[src/core/sbc_pkg.sv]
// Constants and types shared by the serial bus control/status block.
// Assumes a 50 MHz core clock; no other package is needed.
package sbc_pkg;

    // Location of the control/status register on the SFR bus
    localparam logic [7:0] CTRL_ADDR = 8'hC0;
    localparam logic [3:0] CTRL_PAGE = 4'h0;
    localparam logic [7:0] CTRL_RESET = 8'h00;

    // Field positions inside the control/status register
    localparam int unsigned BIT_INITIATOR = 7;
    localparam int unsigned BIT_TXDIR = 6;
    localparam int unsigned BIT_BEGIN = 5;
    localparam int unsigned BIT_END = 4;
    localparam int unsigned BIT_RESPNEED = 3;
    localparam int unsigned BIT_LOST = 2;
    localparam int unsigned BIT_RESP = 1;
    localparam int unsigned BIT_INT = 0;

    // Bits that software may change; the rest are read-only
    localparam logic [7:0] SW_WRITE_MASK = 8'h33;

    // Hold time of each step of a START or STOP condition
    localparam int unsigned CLK_PERIOD_NS = 20;
    localparam int unsigned COND_HOLD_NS = 4000;
    localparam int unsigned HOLD_CYCLES =
        (COND_HOLD_NS + CLK_PERIOD_NS - 1) / CLK_PERIOD_NS;
    localparam logic [7:0] HOLD_LAST = 8'(HOLD_CYCLES - 1);
    localparam logic [7:0] HOLD_ZERO = 8'h00;

    // Steps of the START / STOP / repeated START generator
    typedef enum logic [2:0] {
        GEN_IDLE = 3'b000,
        GEN_START_SDA = 3'b001,
        GEN_START_SCL = 3'b010,
        GEN_STOP_SDA = 3'b011,
        GEN_STOP_SCL = 3'b100,
        GEN_STOP_END = 3'b101,
        GEN_RS_SDA = 3'b110,
        GEN_RS_SCL = 3'b111
    } sbc_gen_t;

endpackage

[src/core/sbc_sense_if.sv]
// Connection between the control block and its bus condition detector.
// Assumes pin levels already synchronous to core_clk.
`timescale 1ns/100ps
interface sbc_sense_if;
    logic sclIn;
    logic sdaIn;
    logic startSeen;
    logic stopSeen;
    logic busBusy;
    modport sensor(input sclIn, input sdaIn,
        output startSeen, output stopSeen, output busBusy);
    modport user(output sclIn, output sdaIn,
        input startSeen, input stopSeen, input busBusy);
endinterface

[src/core/sbc_bus_sense.sv]
// Detector of START and STOP conditions and of bus occupancy.
// Assumes SCL and SDA levels synchronous to core_clk.
`timescale 1ns/100ps
module sbc_bus_sense (
    input wire logic core_clk,
    input wire logic sys_rst,
    sbc_sense_if.sensor sense
);
    logic sclPrev;
    logic sdaPrev;

    // Previous pin levels for edge detection
    always_ff @(posedge core_clk or posedge sys_rst) begin
        if (sys_rst) begin
            sclPrev <= 1'b1;
            sdaPrev <= 1'b1;
        end else begin
            sclPrev <= sense.sclIn;
            sdaPrev <= sense.sdaIn;
        end
    end

    // SDA falls with SCL high: START; SDA rises with SCL high: STOP
    always_ff @(posedge core_clk or posedge sys_rst) begin
        if (sys_rst) begin
            sense.startSeen <= 1'b0;
            sense.stopSeen <= 1'b0;
        end else begin
            sense.startSeen <= sclPrev && sense.sclIn && sdaPrev
                && !sense.sdaIn;
            sense.stopSeen <= sclPrev && sense.sclIn && !sdaPrev
                && sense.sdaIn;
        end
    end

    // Bus is busy from a START until the next STOP
    always_ff @(posedge core_clk or posedge sys_rst) begin
        if (sys_rst) begin
            sense.busBusy <= 1'b0;
        end else if (sense.startSeen) begin
            sense.busBusy <= 1'b1;
        end else if (sense.stopSeen) begin
            sense.busBusy <= 1'b0;
        end
    end
endmodule

[src/core/sbc_control_status.sv]
// Control/status register and condition generator of a two-wire bus port.
// Assumes a byte engine outside that shifts data and reports byte events;
// all inputs are synchronous to core_clk.
`timescale 1ns/100ps
module sbc_control_status (
    input wire logic core_clk,
    input wire logic sys_rst,
    input wire logic [7:0] sfrAddr,
    input wire logic [3:0] sfrPage,
    input wire logic sfrWe,
    input wire logic [7:0] sfrWdata,
    input wire logic sfrBitWe,
    input wire logic [7:0] sfrBitAddr,
    input wire logic sfrBitVal,
    output logic [7:0] sfrRdata,
    output logic [7:0] ctrlStatus,
    output logic resumePulse,
    input wire logic sclIn,
    output logic sclOut,
    output logic sclOe,
    input wire logic sdaIn,
    output logic sdaOut,
    output logic sdaOe,
    input wire logic autoRespEn,
    input wire logic slaveAddressed,
    input wire logic shiftDataWrite,
    input wire logic frameBegin,
    input wire logic addrRxDone,
    input wire logic byteRxDone,
    input wire logic byteTxAcked,
    input wire logic ackSample,
    input wire logic ackCycleEnd,
    input wire logic ackPhase,
    input wire logic bitSample,
    input wire logic txBitHigh,
    input wire logic atBoundary,
    input wire logic engineSclLow,
    input wire logic engineSdaLow
);
    sbc_pkg::sbc_gen_t genState;
    sbc_pkg::sbc_gen_t next_genState;
    logic [7:0] holdCnt;
    logic initiator, txDir, beginReq, endReq;
    logic respNeeded, lost, resp, intFlag;
    logic dataWritten;
    logic byteHit, bitHit;
    logic [7:0] swMask, swData;
    logic holdDone, genStartDone, genStopDone, genSclFault;
    logic foreignStart, unwantedRs, sdaFault, lostByStop, lostNow;
    logic slaveStop, intClearWr;
    sbc_sense_if senseBus();

    // SCL is pulled low by the generator in these steps
    function automatic logic genPullsScl(input sbc_pkg::sbc_gen_t st);
        return (st == sbc_pkg::GEN_START_SCL) ||
            (st == sbc_pkg::GEN_STOP_SDA) || (st == sbc_pkg::GEN_RS_SDA);
    endfunction

    // SDA is pulled low by the generator in these steps
    function automatic logic genPullsSda(input sbc_pkg::sbc_gen_t st);
        return (st == sbc_pkg::GEN_START_SDA) ||
            (st == sbc_pkg::GEN_START_SCL) ||
            (st == sbc_pkg::GEN_STOP_SDA) || (st == sbc_pkg::GEN_STOP_SCL);
    endfunction

    // Bus condition detector
    assign senseBus.sclIn = sclIn;
    assign senseBus.sdaIn = sdaIn;
    sbc_bus_sense u_sense (
        .core_clk(core_clk),
        .sys_rst(sys_rst),
        .sense(senseBus)
    );

    // Register decode: byte writes and single-bit writes, page checked
    assign byteHit = sfrWe && (sfrPage == sbc_pkg::CTRL_PAGE)
        && (sfrAddr == sbc_pkg::CTRL_ADDR);
    assign bitHit = sfrBitWe && (sfrPage == sbc_pkg::CTRL_PAGE)
        && ({sfrBitAddr[7:3], 3'h0} == sbc_pkg::CTRL_ADDR);
    always_comb begin
        swMask = 8'h00;
        swData = sfrWdata;
        if (byteHit) begin
            swMask = sbc_pkg::SW_WRITE_MASK;
        end else if (bitHit) begin
            swMask = sbc_pkg::SW_WRITE_MASK & (8'h01 << sfrBitAddr[2:0]);
            swData = {8{sfrBitVal}};
        end
    end
    assign intClearWr = swMask[sbc_pkg::BIT_INT] && !swData[sbc_pkg::BIT_INT];

    // Bus events derived from the generator and the detector
    assign holdDone = (holdCnt == sbc_pkg::HOLD_LAST);
    assign genStartDone = (genState == sbc_pkg::GEN_START_SCL) && holdDone;
    assign genStopDone = (genState == sbc_pkg::GEN_STOP_END) && holdDone;
    assign genSclFault = ((genState == sbc_pkg::GEN_STOP_SCL) ||
        (genState == sbc_pkg::GEN_RS_SCL)) && holdDone && !sclIn;
    assign foreignStart = senseBus.startSeen
        && (genState == sbc_pkg::GEN_IDLE);
    assign unwantedRs = foreignStart && initiator && !beginReq;
    assign sdaFault = bitSample && txBitHigh && !sdaIn;
    assign lostByStop = senseBus.stopSeen && initiator
        && (genState == sbc_pkg::GEN_IDLE);
    assign lostNow = genSclFault || unwantedRs || sdaFault || lostByStop;
    assign slaveStop = senseBus.stopSeen && !initiator && slaveAddressed;

    // Generator step selection; leaving idle waits while the flag is set, other steps run on
    always_comb begin
        next_genState = genState;
        case (genState)
            sbc_pkg::GEN_IDLE: begin
                if (!intFlag) begin
                    if (endReq && initiator && atBoundary) begin
                        next_genState = sbc_pkg::GEN_STOP_SDA;
                    end else if (beginReq && initiator && atBoundary) begin
                        next_genState = sbc_pkg::GEN_RS_SDA;
                    end else if (beginReq && !initiator
                            && !senseBus.busBusy) begin
                        next_genState = sbc_pkg::GEN_START_SDA;
                    end
                end
            end
            sbc_pkg::GEN_START_SDA: begin
                if (holdDone) next_genState = sbc_pkg::GEN_START_SCL;
            end
            sbc_pkg::GEN_START_SCL: begin
                if (holdDone) next_genState = sbc_pkg::GEN_IDLE;
            end
            sbc_pkg::GEN_STOP_SDA: begin
                if (holdDone) next_genState = sbc_pkg::GEN_STOP_SCL;
            end
            sbc_pkg::GEN_STOP_SCL: begin
                if (genSclFault) next_genState = sbc_pkg::GEN_IDLE;
                else if (holdDone) next_genState = sbc_pkg::GEN_STOP_END;
            end
            sbc_pkg::GEN_STOP_END: begin
                if (holdDone) next_genState = sbc_pkg::GEN_IDLE;
            end
            sbc_pkg::GEN_RS_SDA: begin
                if (holdDone) next_genState = sbc_pkg::GEN_RS_SCL;
            end
            sbc_pkg::GEN_RS_SCL: begin
                if (genSclFault) next_genState = sbc_pkg::GEN_IDLE;
                else if (holdDone) next_genState = sbc_pkg::GEN_START_SDA;
            end
            default: next_genState = sbc_pkg::GEN_IDLE;
        endcase
    end

    // Generator state and per-step hold counter
    always_ff @(posedge core_clk or posedge sys_rst) begin
        if (sys_rst) begin
            genState <= sbc_pkg::GEN_IDLE;
            holdCnt <= sbc_pkg::HOLD_ZERO;
        end else begin
            genState <= next_genState;
            if (next_genState != genState || genState == sbc_pkg::GEN_IDLE)
                holdCnt <= sbc_pkg::HOLD_ZERO;
            else
                holdCnt <= holdCnt + 8'h01;
        end
    end

    // Master role indicator
    always_ff @(posedge core_clk or posedge sys_rst) begin
        if (sys_rst) begin
            initiator <= 1'b0;
        end else if (genStartDone) begin
            initiator <= 1'b1;
        end else if (genStopDone || lostNow) begin
            initiator <= 1'b0;
        end
    end

    // Data register written since the last frame began
    always_ff @(posedge core_clk or posedge sys_rst) begin
        if (sys_rst) begin
            dataWritten <= 1'b0;
        end else if (shiftDataWrite) begin
            dataWritten <= 1'b1;
        end else if (frameBegin) begin
            dataWritten <= 1'b0;
        end
    end

    // Transmit direction
    always_ff @(posedge core_clk or posedge sys_rst) begin
        if (sys_rst) begin
            txDir <= 1'b0;
        end else if (genStartDone || (frameBegin && dataWritten)) begin
            txDir <= 1'b1;
        end else if (foreignStart || lostNow
                || (frameBegin && !dataWritten)) begin
            txDir <= 1'b0;
        end
    end

    // Begin request: set by hardware, cleared only by software
    always_ff @(posedge core_clk or posedge sys_rst) begin
        if (sys_rst) begin
            beginReq <= 1'b0;
        end else if (addrRxDone && !initiator) begin
            beginReq <= 1'b1;
        end else if (swMask[sbc_pkg::BIT_BEGIN]) begin
            beginReq <= swData[sbc_pkg::BIT_BEGIN];
        end
    end

    // End request: stop seen as slave or lost to a stop; pending as master
    always_ff @(posedge core_clk or posedge sys_rst) begin
        if (sys_rst) begin
            endReq <= 1'b0;
        end else if (slaveStop || lostByStop) begin
            endReq <= 1'b1;
        end else if (genStopDone) begin
            endReq <= 1'b0;
        end else if (swMask[sbc_pkg::BIT_END]) begin
            endReq <= swData[sbc_pkg::BIT_END];
        end
    end

    // Response needed after a received byte when acks are manual
    always_ff @(posedge core_clk or posedge sys_rst) begin
        if (sys_rst) begin
            respNeeded <= 1'b0;
        end else if (byteRxDone && !autoRespEn) begin
            respNeeded <= 1'b1;
        end else if (ackCycleEnd) begin
            respNeeded <= 1'b0;
        end
    end

    // Lost contention; any clear of the interrupt flag clears it
    always_ff @(posedge core_clk or posedge sys_rst) begin
        if (sys_rst) begin
            lost <= 1'b0;
        end else if (lostNow) begin
            lost <= 1'b1;
        end else if (intClearWr) begin
            lost <= 1'b0;
        end
    end

    // Response bit: sampled ack, software value, default NACK on receive
    always_ff @(posedge core_clk or posedge sys_rst) begin
        if (sys_rst) begin
            resp <= 1'b0;
        end else if (ackSample) begin
            resp <= !sdaIn;
        end else if (swMask[sbc_pkg::BIT_RESP]) begin
            resp <= swData[sbc_pkg::BIT_RESP];
        end else if (byteRxDone && !autoRespEn) begin
            resp <= 1'b0;
        end
    end

    // Interrupt flag: hardware events win over a software write
    always_ff @(posedge core_clk or posedge sys_rst) begin
        if (sys_rst) begin
            intFlag <= 1'b0;
        end else if (genStartDone || lostNow || byteTxAcked
                || byteRxDone) begin
            intFlag <= 1'b1;
        end else if (addrRxDone || slaveStop) begin
            intFlag <= 1'b1;
        end else if (swMask[sbc_pkg::BIT_INT]) begin
            intFlag <= swData[sbc_pkg::BIT_INT];
        end
    end

    // Advance strobe to the byte engine when software clears the flag
    always_ff @(posedge core_clk or posedge sys_rst) begin
        if (sys_rst) begin
            resumePulse <= 1'b0;
        end else begin
            resumePulse <= intClearWr;
        end
    end

    // Register image and read port
    always_ff @(posedge core_clk or posedge sys_rst) begin
        if (sys_rst) begin
            sfrRdata <= sbc_pkg::CTRL_RESET;
        end else if ((sfrPage == sbc_pkg::CTRL_PAGE)
                && (sfrAddr == sbc_pkg::CTRL_ADDR)) begin
            sfrRdata <= {initiator, txDir, beginReq, endReq,
                respNeeded, lost, resp, intFlag};
        end else begin
            sfrRdata <= 8'h00;
        end
    end
    assign ctrlStatus = {initiator, txDir, beginReq, endReq,
        respNeeded, lost, resp, intFlag};

    // Open-drain pins: enable low means the pin is pulled low
    always_ff @(posedge core_clk or posedge sys_rst) begin
        if (sys_rst) begin
            sclOe <= 1'b1;
            sdaOe <= 1'b1;
            sclOut <= 1'b0;
            sdaOut <= 1'b0;
        end else begin
            sclOe <= !(intFlag || genStartDone
                || genPullsScl(next_genState) || engineSclLow);
            sdaOe <= !(genPullsSda(next_genState) || engineSdaLow
                || (ackPhase && resp));
            sclOut <= 1'b0;
            sdaOut <= 1'b0;
        end
    end
endmodule

[config.mk]
export PLATFORM = sky130hd
export DESIGN_NAME = sbc_control_status
export DESIGN_NICKNAME = d
export VERILOG_FILES = /design/src/core/sbc_pkg.sv /design/src/core/sbc_sense_if.sv /design/src/core/sbc_bus_sense.sv /design/src/core/sbc_control_status.sv
export SDC_FILE = /design/constraint.sdc
export NUM_CORES = 1
export LEC_CHECK = 0
export BUFFER_PORTS_ARGS = -buffer_cell sky130_fd_sc_hd__buf_2
export CORE_AREA = 4 4 71 73
export DETAILED_ROUTE_END_ITERATION = 7
export DIE_AREA = 0 0 75 77
export PLACE_DENSITY_LB_ADDON = 0.05
export REMOVE_ABC_BUFFERS = 1
export SYNTH_ARGS = -nofsm -noshare
export SYNTH_HDL_FRONTEND = slang
export SYNTH_SLANG_ARGS = --single-unit
[constraint.sdc]
create_clock -name core_clk -period 2.1 [get_ports core_clk]
set_clock_uncertainty 0.1 [all_clocks]
set_input_delay 0.42 -clock core_clk [delete_from_list [all_inputs] [get_ports core_clk]]
set_output_delay 0.42 -clock core_clk [all_outputs]
set_load 0.02 [all_outputs]
==> impl_metrics.json, run 1 <==
{
  "die_y_um": 77,
  "gr-usage-met2_pct": 25.9,
  "drtPass1Iterations": 5,
  "yosys_warnings": 0,
  "ff_latch_area_um2": 906,
  "hpwl_um": 3450,
  "postSynthAreaPerCell_um2": 10.2,
  "path_max_fanout": 4,
  "avgViaCountPerCell": 4.93,
  "synthTopCellsByArea": "dfrtp_1, dfstp_2, buf_4",
  "synth-seq-cells": 36,
  "met3_usage_pct": 4.31,
  "antennaDiodeCount": 0,
  "worstPathRequired_ns": 2.20,
  "core_mm2": 0.00435,
  "dp.cells": 311,
  "antenna_found_initial": 0,
  "drc": 0,
  "end_kind": "flop",
  "fillerInstances": 406,
  "period_share_pct": 95.1,
  "cap_violations": 0,
  "netlist_area_mm2": 0.00190,
  "seq_area_frac_synth_pct": 47.8,
  "power_density_mw_per_mm2": 580,
  "leakage_nw": 1.22,
  "cts_buffers": 5,
  "cts_buffer_depth": 2,
  "grt_pass1_vias": 1563,
  "start_util_pct": 43.6,
  "drt_iter0_markers": 56,
  "mostFrequentLayoutCell": "buf_2",
  "multiInputGateArea_um2": 901,
  "yosysTopAreaCellShare_pct": 42.2,
  "power_mw": 1.47,
  "cts_hold_buffers": 0,
  "grt.total_usage_pct": 15.4,
  "cts_root_buffer": "clkbuf_8",
  "die_w_um": 75,
  "io_buffers": 64,
  "grt_max_degree": 37,
  "fin_nets": 321,
  "place_congestion": 0.771,
  "setup_viol": 0,
  "irDropWorstVdd_mv": 0.523,
  "final_cell_mix": "buf_2, dfrtp_1, buf_4",
  "vias": 1593,
  "max_stage_delay_ns": 0.39,
  "max_freq_mhz": 501,
  "dieArea_mm2": 0.00578,
  "clk_latency_ns": 0.29,
  "cts_max_level": 2,
  "ys_types": 50,
  "hold_path_class": "in2async",
  "final_cells": 323,
  "pin_count": 71,
  "drive_gt1_share_pct": 44.6,
  "path_cells": "nand2b_1 > nor4_4 > mux2i_1 > o211ai_1 > or3_1 > a221oi_2",
  "timing.critical_path.from_type": "flop",
  "use_met1_pct": 19.5,
  "drv_slew": 0,
  "yosys.area.top_type": "dfrtp_1",
  "slowest_stage": "dfrtp_1",
  "cts_tree": "done",
  "fp-row-count": 24,
  "synth_edf_count": 0,
  "cp_data_arrival_time_ns": 2.10,
  "overflow": 0,
  "clock_sinks": 36,
  "synthFlopType": "dfrtp_1",
  "rsz0062_at_grt": "false",
  "crit_type": "reg2reg",
  "finalCriticalPeriod_ns": 2.00,
  "netlist_instances": 186,
  "syn_to_final_growth_pct": 33.9,
  "grt.busiest_layer": "met2",
  "routedWlPerCell_um": 13.5,
  "cts.clk_slew.worst_paths_ns": 0.08,
  "hold_violations": 0,
  "drtAntennaViolNets": 0,
  "grt_pass1_wl_um": 7060,
  "wirelength_um": 4350,
  "async_flop_share_pct": 100,
  "status": "finished clean"
}
==> cells by family after synthesis <==
| kind of cell | share of synthesized area, % |
|---|---|
| AND/OR/NAND/NOR | 24.5 |
| flip-flops | 47.8 |
| AO/OA/AOI/OAI | 13.2 |
| buffers and inverters | 6.86 |
| XOR/XNOR | 3.23 |
| multiplexers | 3.56 |
| adder cells (fa/ha/maj) | 0.660 |
| other | 0.198 |
==> flip-flops by register name, summed over array words and instances (netlist names) <==
name and flops:
lost 1, beginReq 1, u_sense.sense.stopSeen 1, u_sense.sense.busBusy 1, sdaOe 1, intFlag 1, dataWritten 1, initiator 1
genState 3, u_sense.sclPrev 1, respNeeded 1, holdCnt 8, sfrRdata 8, txDir 1, resumePulse 1, u_sense.sdaPrev 1
sclOe 1, u_sense.sense.startSeen 1, resp 1, endReq 1
==> layout make-up <==
| type | instances | area share (%) |
|---|---|---|
| Clock buffer | 5 | 2.71 |
| Clock inverter | 3 | 1.67 |
| Inverter | 9 | 1.33 |
| Multi-Input combinational cell | 127 | 35.5 |
| Sequential cell | 36 | 35.7 |
| Tap cell | 52 | 2.56 |
| Timing Repair Buffer | 91 | 20.6 |
==> through the flow <==
step	utilization, %	hold slack, ns	setup WS [ns]	TNS [ns]	instance area [um2]
after floorplan	-	0.324	0.0397	0	1800
after global placement	54.3	0.361	-0.0745	-0.115	2360
after detailed placement	54.3	0.363	-0.110	-0.210	2360
after CTS	57.5	0.136	0.0205	0	2500
after global routing	58.3	0.140	0.00158	0	2540
final	58.3	0.121	0.102	0	2540
==> Yosys cell counts, types with 3 or more instances <==
master,count
nor3b_1,4
a21o_1,3
a21oi_1,6
nor2_1,15
inv_1,9
nor3_1,3
clkbuf_1,3
and3_1,3
nand3_1,9
dfrtp_1,32
o21ai_0,10
dfstp_2,4
nand2_1,11
mux2i_1,3
buf_4,10
and2_1,10
or3_1,3
xor2_1,5
o211ai_1,3
==> worst max-delay path, delay by kind of cell (launching register included) <==
| family | cells | cell delay (ns) |
|---|---|---|
| simple gates | 3 | 0.81 |
| flops | 1 | 0.39 |
| compound gates | 2 | 0.38 |
| mux | 1 | 0.24 |
==> final timing paths <==
check,cells after the start,from,end,slack (ns)
min in group core_clk,2,engineSdaLow,sdaOe$_DFF_PP1_,0.15
max in group asynchronous,3,sys_rst,u_sense.sdaPrev$_DFF_PP1_,1.43
worst max-delay path,6,holdCnt[5]$_DFF_PP0_,sdaOe$_DFF_PP1_,0.10
worst min-delay path,3,sys_rst,txDir$_DFFE_PP0P_,0.12
worst max register to register,6,holdCnt[5]$_DFF_PP0_,sdaOe$_DFF_PP1_,0.10
worst min register to register,1,u_sense.sense.startSeen$_DFF_PP0_,u_sense.sense.busBusy$_DFFE_PP0P_,0.38
==> timing repair <==
| action | CTS | global route |
|---|---|---|
| setup buffers | 2 | 2 |
| gates resized for setup | 3 | 4 |
| endpoints found under the setup margin | 1 | 2 |
| pin swaps | 5 | 2 |
==> power by group <==
| group | total, mW | switching [mW] | internal, mW |
|---|---|---|---|
| logic | 0.135 | 0.0715 | 0.0636 |
| registers | 0.731 | 0.0164 | 0.714 |
| clock network | 0.609 | 0.258 | 0.351 |
==> routing by layer <==
| metal | wire length [um] | up-vias | part of all wire [%] |
|---|---|---|---|
| met5 | 0 | - | 0 |
| met4 | 35 | 0 | 0.80 |
| met3 | 324 | 5 | 7.4 |
| met2 | 2180 | 51 | 50 |
| met1 | 1810 | 727 | 42 |
| li1 | - | 810 | - |
(Power assumes the default switching activity.)
==> run 2, diff against run 1 <==
--- a/config.mk
+++ b/config.mk
@@ -5,10 +5,11 @@
 export SDC_FILE = /design/constraint.sdc
 export NUM_CORES = 1
 export LEC_CHECK = 0
+export ABC_AREA = 1
 export BUFFER_PORTS_ARGS = -buffer_cell sky130_fd_sc_hd__buf_2
-export CORE_AREA = 4 4 71 73
+export CORE_AREA = 4 4 72 74
 export DETAILED_ROUTE_END_ITERATION = 7
-export DIE_AREA = 0 0 75 77
+export DIE_AREA = 0 0 76 78
 export PLACE_DENSITY_LB_ADDON = 0.05
 export REMOVE_ABC_BUFFERS = 1
 export SYNTH_ARGS = -nofsm -noshare
==> run 2 against run 1 <==
Synthesized cell count grew 38%. Total power shrank 1.9%. Combinational power shrank 11%. Sequential share of layout area grew 1.7 points. Area after synthesis grew 4.5%.
==> impl_metrics.json, run 2 <==
{
  "cp_data_arrival_time_ns": 1.90,
  "hpwl_um": 3500,
  "yosys.area_share.simple_pct": 34.4,
  "hold_violations": 0,
  "synth_top_family_by_area": "simple AND/OR/NAND/NOR gates",
  "cts.clk_slew.worst_paths_ns": 0.07,
  "drt_iter0_markers": 63,
  "power_mw": 1.45,
  "cts_hold_buffers": 0,
  "final_cell_mix": "buf_2, nand2_1, nor2_1",
  "wirelength_um": 4340,
  "place_congestion": 0.869,
  "drive_gt1_share_pct": 33.0,
  "syn_to_final_growth_pct": 22.3,
  "cts_setup_buffers": 0,
  "pin_count": 71,
  "die_y_um": 78,
  "synthTopCellsByArea": "dfrtp_1, nand2_1, nand3_1",
  "rsz0062_at_grt": "false",
  "finalCriticalPeriod_ns": 1.81,
  "end_kind": "flop",
  "vias": 1769,
  "postSynthAreaPerCell_um2": 7.74,
  "drc": 0,
  "avgViaCountPerCell": 4.72,
  "synth_xor_area_share_pct": 2.65,
  "ys_types": 29,
  "clock_sinks": 36,
  "synthAdderAreaFrac_pct": 0.631,
  "overflow": 0,
  "drtAntennaViolNets": 0,
  "synth-compound-area-share_pct": 5.62,
  "seq_area_frac_synth_pct": 45.7,
  "clk_latency_ns": 0.29,
  "cap_violations": 0,
  "cts_root_buffer": "clkbuf_8",
  "netlist_area_mm2": 0.00198,
  "setup_viol": 0,
  "reg2reg_slack_ns": 0.29,
  "synth-seq-cells": 36,
  "mostFrequentLayoutCell": "buf_2",
  "fp-row-count": 25,
  "dieArea_mm2": 0.00593,
  "period_share_pct": 86.4,
  "power_density_mw_per_mm2": 597,
  "cts_tree": "done",
  "grt_pass1_wl_um": 7490,
  "status": "finished clean",
  "crit_type": "reg2reg",
  "hold_path_class": "in2async",
  "irDropWorstVdd_mv": 0.437,
  "yosys.area.top_type": "dfrtp_1",
  "async_flop_share_pct": 100,
  "reg_top3": "holdCnt x8, sfrRdata x8, genState x3",
  "tns_ns": 0,
  "hold_slack_ns": 0.118,
  "grt_max_degree": 37,
  "worstPathRequired_ns": 2.18,
  "routedWlPerCell_um": 11.6,
  "core_mm2": 0.00460,
  "cts_buffers": 5,
  "antennaDiodeCount": 0,
  "timing.critical_path.from_type": "flop",
  "drtPass1Iterations": 4,
  "start_util_pct": 43.1,
  "netlist_instances": 256,
  "cts_resized": 0,
  "synth_commonest_cells": "nand2_1, nor2_1, dfrtp_1, inv_1, nand3_1",
  "path_max_fanout": 8,
  "yosys_warnings": 0,
  "grt_pass1_vias": 1713,
  "die_w_um": 76,
  "antenna_found_initial": 0,
  "io_buffers": 64,
  "synth_edf_count": 0,
  "cts_buffer_depth": 2,
  "drv_slew": 0,
  "cts_max_level": 2,
  "synthFlopType": "dfrtp_1",
  "synthMuxAreaShare_pct": 0,
  "max_freq_mhz": 551,
  "grt.total_usage_pct": 15.6,
  "yosysTopAreaCellShare_pct": 40.4,
  "yosysMostFrequentCell": "nand2_1",
  "fin_nets": 371,
  "leakage_nw": 1.33
}
-- run 2: cell count changes after synthesis, sizes merged, moves of 4 or more --
cell   delta
nor3      +4
and3      -4
o21ai     -4
nor2     +29
and2      -9
nand3    +16
nor3b     -4
inv      +28
nand2    +51
-- run 2: cells by family (layout without fill, tap and decap cells) --
group / Yosys count / in the layout
and+or+nand+nor: 147 / 147
xor gates and xnor gates: 6 / 6
other: 1 / 2
AOI/OAI and AO/OA: 18 / 18
adders and majority gates: 1 / 1
DFF: 36 / 36
buffers and inverters: 47 / 111
-- run 2: layout make-up --
class / instances / area, um2
fill: 466 / 2170
clock buffer: 5 / 68.8
sequential: 36 / 906
timing repair buffer: 66 / 335
multi-input combinational: 174 / 866
clock inverter: 3 / 42.5
tap: 54 / 67.6
inverter: 37 / 139
-- run 2: final timing paths --
| path | startpoint | to | cells after the start |
|---|---|---|---|
| worst max-delay path | holdCnt[0]$_DFF_PP0_ | holdCnt[0]$_DFF_PP0_ | 12 |
| worst min register to register | holdCnt[0]$_DFF_PP0_ | holdCnt[0]$_DFF_PP0_ | 1 |
| worst min-delay path | sys_rst | respNeeded$_DFFE_PP0P_ | 3 |
| min in group core_clk | sdaIn | u_sense.sdaPrev$_DFF_PP1_ | 1 |
| worst max register to register | holdCnt[0]$_DFF_PP0_ | holdCnt[0]$_DFF_PP0_ | 12 |
| max in group asynchronous | sys_rst | sdaOe$_DFF_PP1_ | 3 |
-- run 2: power by group --
part | switching (mW) | internal [mW]
combinational | 0.0659 | 0.0543
clock | 0.256 | 0.351
sequential | 0.00861 | 0.710
-- run 2: per-layer routing --
metal	vias up	global-route usage [%]	part of all wire, %
li1	921	-	-
met1	795	21.1	48
met2	48	24.4	45
met3	5	4.64	6.6
met4	0	3.74	1.0
met5	-	0	0
-- run 2: metrics by stage --
stage | instance area (um2) | instances | setup slack (ns) | utilization, %
floorplan | 1910 | 247 | 0.449 | -
global placement | 2310 | 367 | 0.287 | 50.3
detailed placement | 2310 | 367 | 0.243 | 50.3
CTS | 2420 | 375 | 0.274 | 52.7
global route | 2420 | 375 | 0.135 | 52.7
finish | 2420 | 375 | 0.286 | 52.7
-- run 2: critical path, stage by stage, from the launching register on --
cell	delay, ns
dfrtp_1	0.39
ha_1	0.23
nand2_2	0.10
nor2_4	0.14
nand2_2	0.08
a21oi_2	0.12
nand2_1	0.07
nand2_2	0.09
nand2_2	0.07
nand2_1	0.07
nand2_2	0.06
nand2_4	0.14
nor2_2	0.04
==> run 3, diff against run 2 <==
--- a/config.mk
+++ b/config.mk
@@ -7,9 +7,11 @@
 export LEC_CHECK = 0
 export ABC_AREA = 1
 export BUFFER_PORTS_ARGS = -buffer_cell sky130_fd_sc_hd__buf_2
-export CORE_AREA = 4 4 72 74
+export CELL_PAD_IN_SITES_DETAIL_PLACEMENT = 1
+export CELL_PAD_IN_SITES_GLOBAL_PLACEMENT = 1
+export CORE_AREA = 2 2 83 85
 export DETAILED_ROUTE_END_ITERATION = 7
-export DIE_AREA = 0 0 76 78
+export DIE_AREA = 0 0 85 87
 export PLACE_DENSITY_LB_ADDON = 0.05
 export REMOVE_ABC_BUFFERS = 1
 export SYNTH_ARGS = -nofsm -noshare
==> run 3 against run 2 <==
Combinational power is essentially flat. Non-clock buffer count unchanged. Wire length is 19% higher. Sequential share of layout area down 0.23 points. Register-to-register slack got worse by 0.08 ns. Sequential power about the same. Via count grew 0.68%. Core utilization down 16 points. Die area grew 25%. First-iteration DRC count shrank 44%. Maximum frequency down 4.2%. Critical endpoint is now sclOe$_DFF_PP1_.
==> impl_metrics.json, run 3 (same netlist as run 2, synthesis figures left out) <==
{
  "status": "finished clean",
  "mostFrequentLayoutCell": "buf_2",
  "crit_buf_inv": 1,
  "grt.total_usage_pct": 15.4,
  "clk_latency_ns": 0.29,
  "pin_count": 71,
  "cap_violations": 0,
  "die_y_um": 87,
  "power_mw": 1.36,
  "grt_pass1_vias": 1900,
  "fillerInstances": 845,
  "final_util_pct": 37.1,
  "cts_buffers": 5,
  "wirelength_um": 5180,
  "rsz0062_at_grt": "false",
  "cp_data_arrival_time_ns": 2.00,
  "core_mm2": 0.00657,
  "timing.critical_path.from_type": "flop",
  "hold_path_class": "in2async",
  "cts.clk_slew.worst_paths_ns": 0.08,
  "cts_resized": 0,
  "path_common_cell": "nand2_1",
  "drtPass1Iterations": 4,
  "antennaDiodeCount": 0,
  "place_congestion": 0.855,
  "drc": 0,
  "final_cell_mix": "buf_2, nand2_1, nor2_1",
  "fp-row-count": 30,
  "dieArea_mm2": 0.00740,
  "cts_setup_buffers": 0,
  "fin_nets": 371,
  "routedWlPerCell_um": 12.9,
  "avgViaCountPerCell": 4.44,
  "drive_gt1_share_pct": 32.7,
  "path_max_fanout": 3,
  "finalInstanceArea_mm2": 0.00244,
  "path_cells": "ha_1 > nand2_2 > nor2_2 > nand2_1 > o21ai_1 > inv_1 > o21ai_2 > nand2_1 > a21oi_1",
  "drt_iter0_markers": 35,
  "vias": 1781,
  "setup_viol": 0,
  "start_util_pct": 30.2,
  "cts_root_buffer": "clkbuf_8",
  "hold_violations": 0,
  "critPathTopFamily": "compound AO/OA/AOI/OAI gates",
  "cts_max_level": 2,
  "place_area_mm2": 0.00235,
  "tns_ns": 0,
  "worstPathRequired_ns": 2.21,
  "drv_slew": 0,
  "cts_buffer_depth": 2,
  "slowest_stage": "dfrtp_1",
  "grt_max_degree": 37,
  "reg_top3": "holdCnt x8, sfrRdata x8, genState x3",
  "cts_hold_buffers": 0,
  "finalCriticalPeriod_ns": 1.89,
  "leakage_nw": 1.32,
  "max_freq_mhz": 528,
  "die_w_um": 85,
  "irDropWorstVdd_mv": 0.391,
  "ff_latch_area_um2": 906,
  "dp.cells": 393,
  "power_density_mw_per_mm2": 557,
  "multiInputGateArea_um2": 866,
  "end_kind": "flop",
  "hpwl_um": 4220,
  "period_share_pct": 90.2,
  "io_buffers": 64,
  "final_cells": 401,
  "grt_pass1_wl_um": 8940,
  "drtAntennaViolNets": 0,
  "syn_to_final_growth_pct": 23.1,
  "overflow": 0,
  "max_stage_delay_ns": 0.39,
  "clock_sinks": 36,
  "crit_type": "reg2reg",
  "antenna_found_initial": 0,
  "cts_tree": "done"
}
[run 3: final cells by class]
cell class,count,share of cell area (%)
Tap cell,80,4.10
Inverter,37,5.69
Clock inverter,1,0.308
Clock buffer,7,3.54
Timing Repair Buffer,66,13.7
Multi-Input combinational cell,174,35.5
Sequential cell,36,37.1
[run 3: layer usage]
metal	vias to the layer above	part of all wire (%)	track usage, %
met1	819	51	20.7
met5	-	0	0
met3	7	3.9	3.51
li1	919	-	-
met4	0	1.3	4.76
met2	36	44	24.7
[run 3: worst paths after layout]
kind,startpoint,to,slack (ns),cells past startpoint
worst max-delay path,holdCnt[0]$_DFF_PP0_,sclOe$_DFF_PP1_,0.21,9
worst min-delay path,sys_rst,sfrRdata[2]$_DFF_PP0_,0.13,3
worst max register to register,holdCnt[0]$_DFF_PP0_,sclOe$_DFF_PP1_,0.21,9
worst min register to register,holdCnt[0]$_DFF_PP0_,holdCnt[0]$_DFF_PP0_,0.37,1
max in group asynchronous,sys_rst,sdaOe$_DFF_PP1_,1.40,3
min in group core_clk,sdaIn,u_sense.sdaPrev$_DFF_PP1_,0.14,1
[run 3: power breakdown]
part / switching, mW / internal [mW] / total (mW) / leakage (nW)
clock network: 0.250 / 0.267 / 0.517 / 0.0445
logic: 0.0690 / 0.0544 / 0.123 / 0.845
registers: 0.00896 / 0.710 / 0.719 / 0.432
[run 3: worst min-delay path: cells and delay by family]
kind                   cells  cell delay (ns)
buffers and inverters      3             0.53
[run 3: per-stage QoR]
stage | hold WS, ns | worst slack, ns
4_1_cts | 0.126 | 0.187
3_3_place_gp | 0.354 | 0.230
6_report | 0.126 | 0.207
5_1_grt | 0.127 | 0.0144
3_5_place_dp | 0.361 | 0.201
2_1_floorplan | 0.324 | 0.449
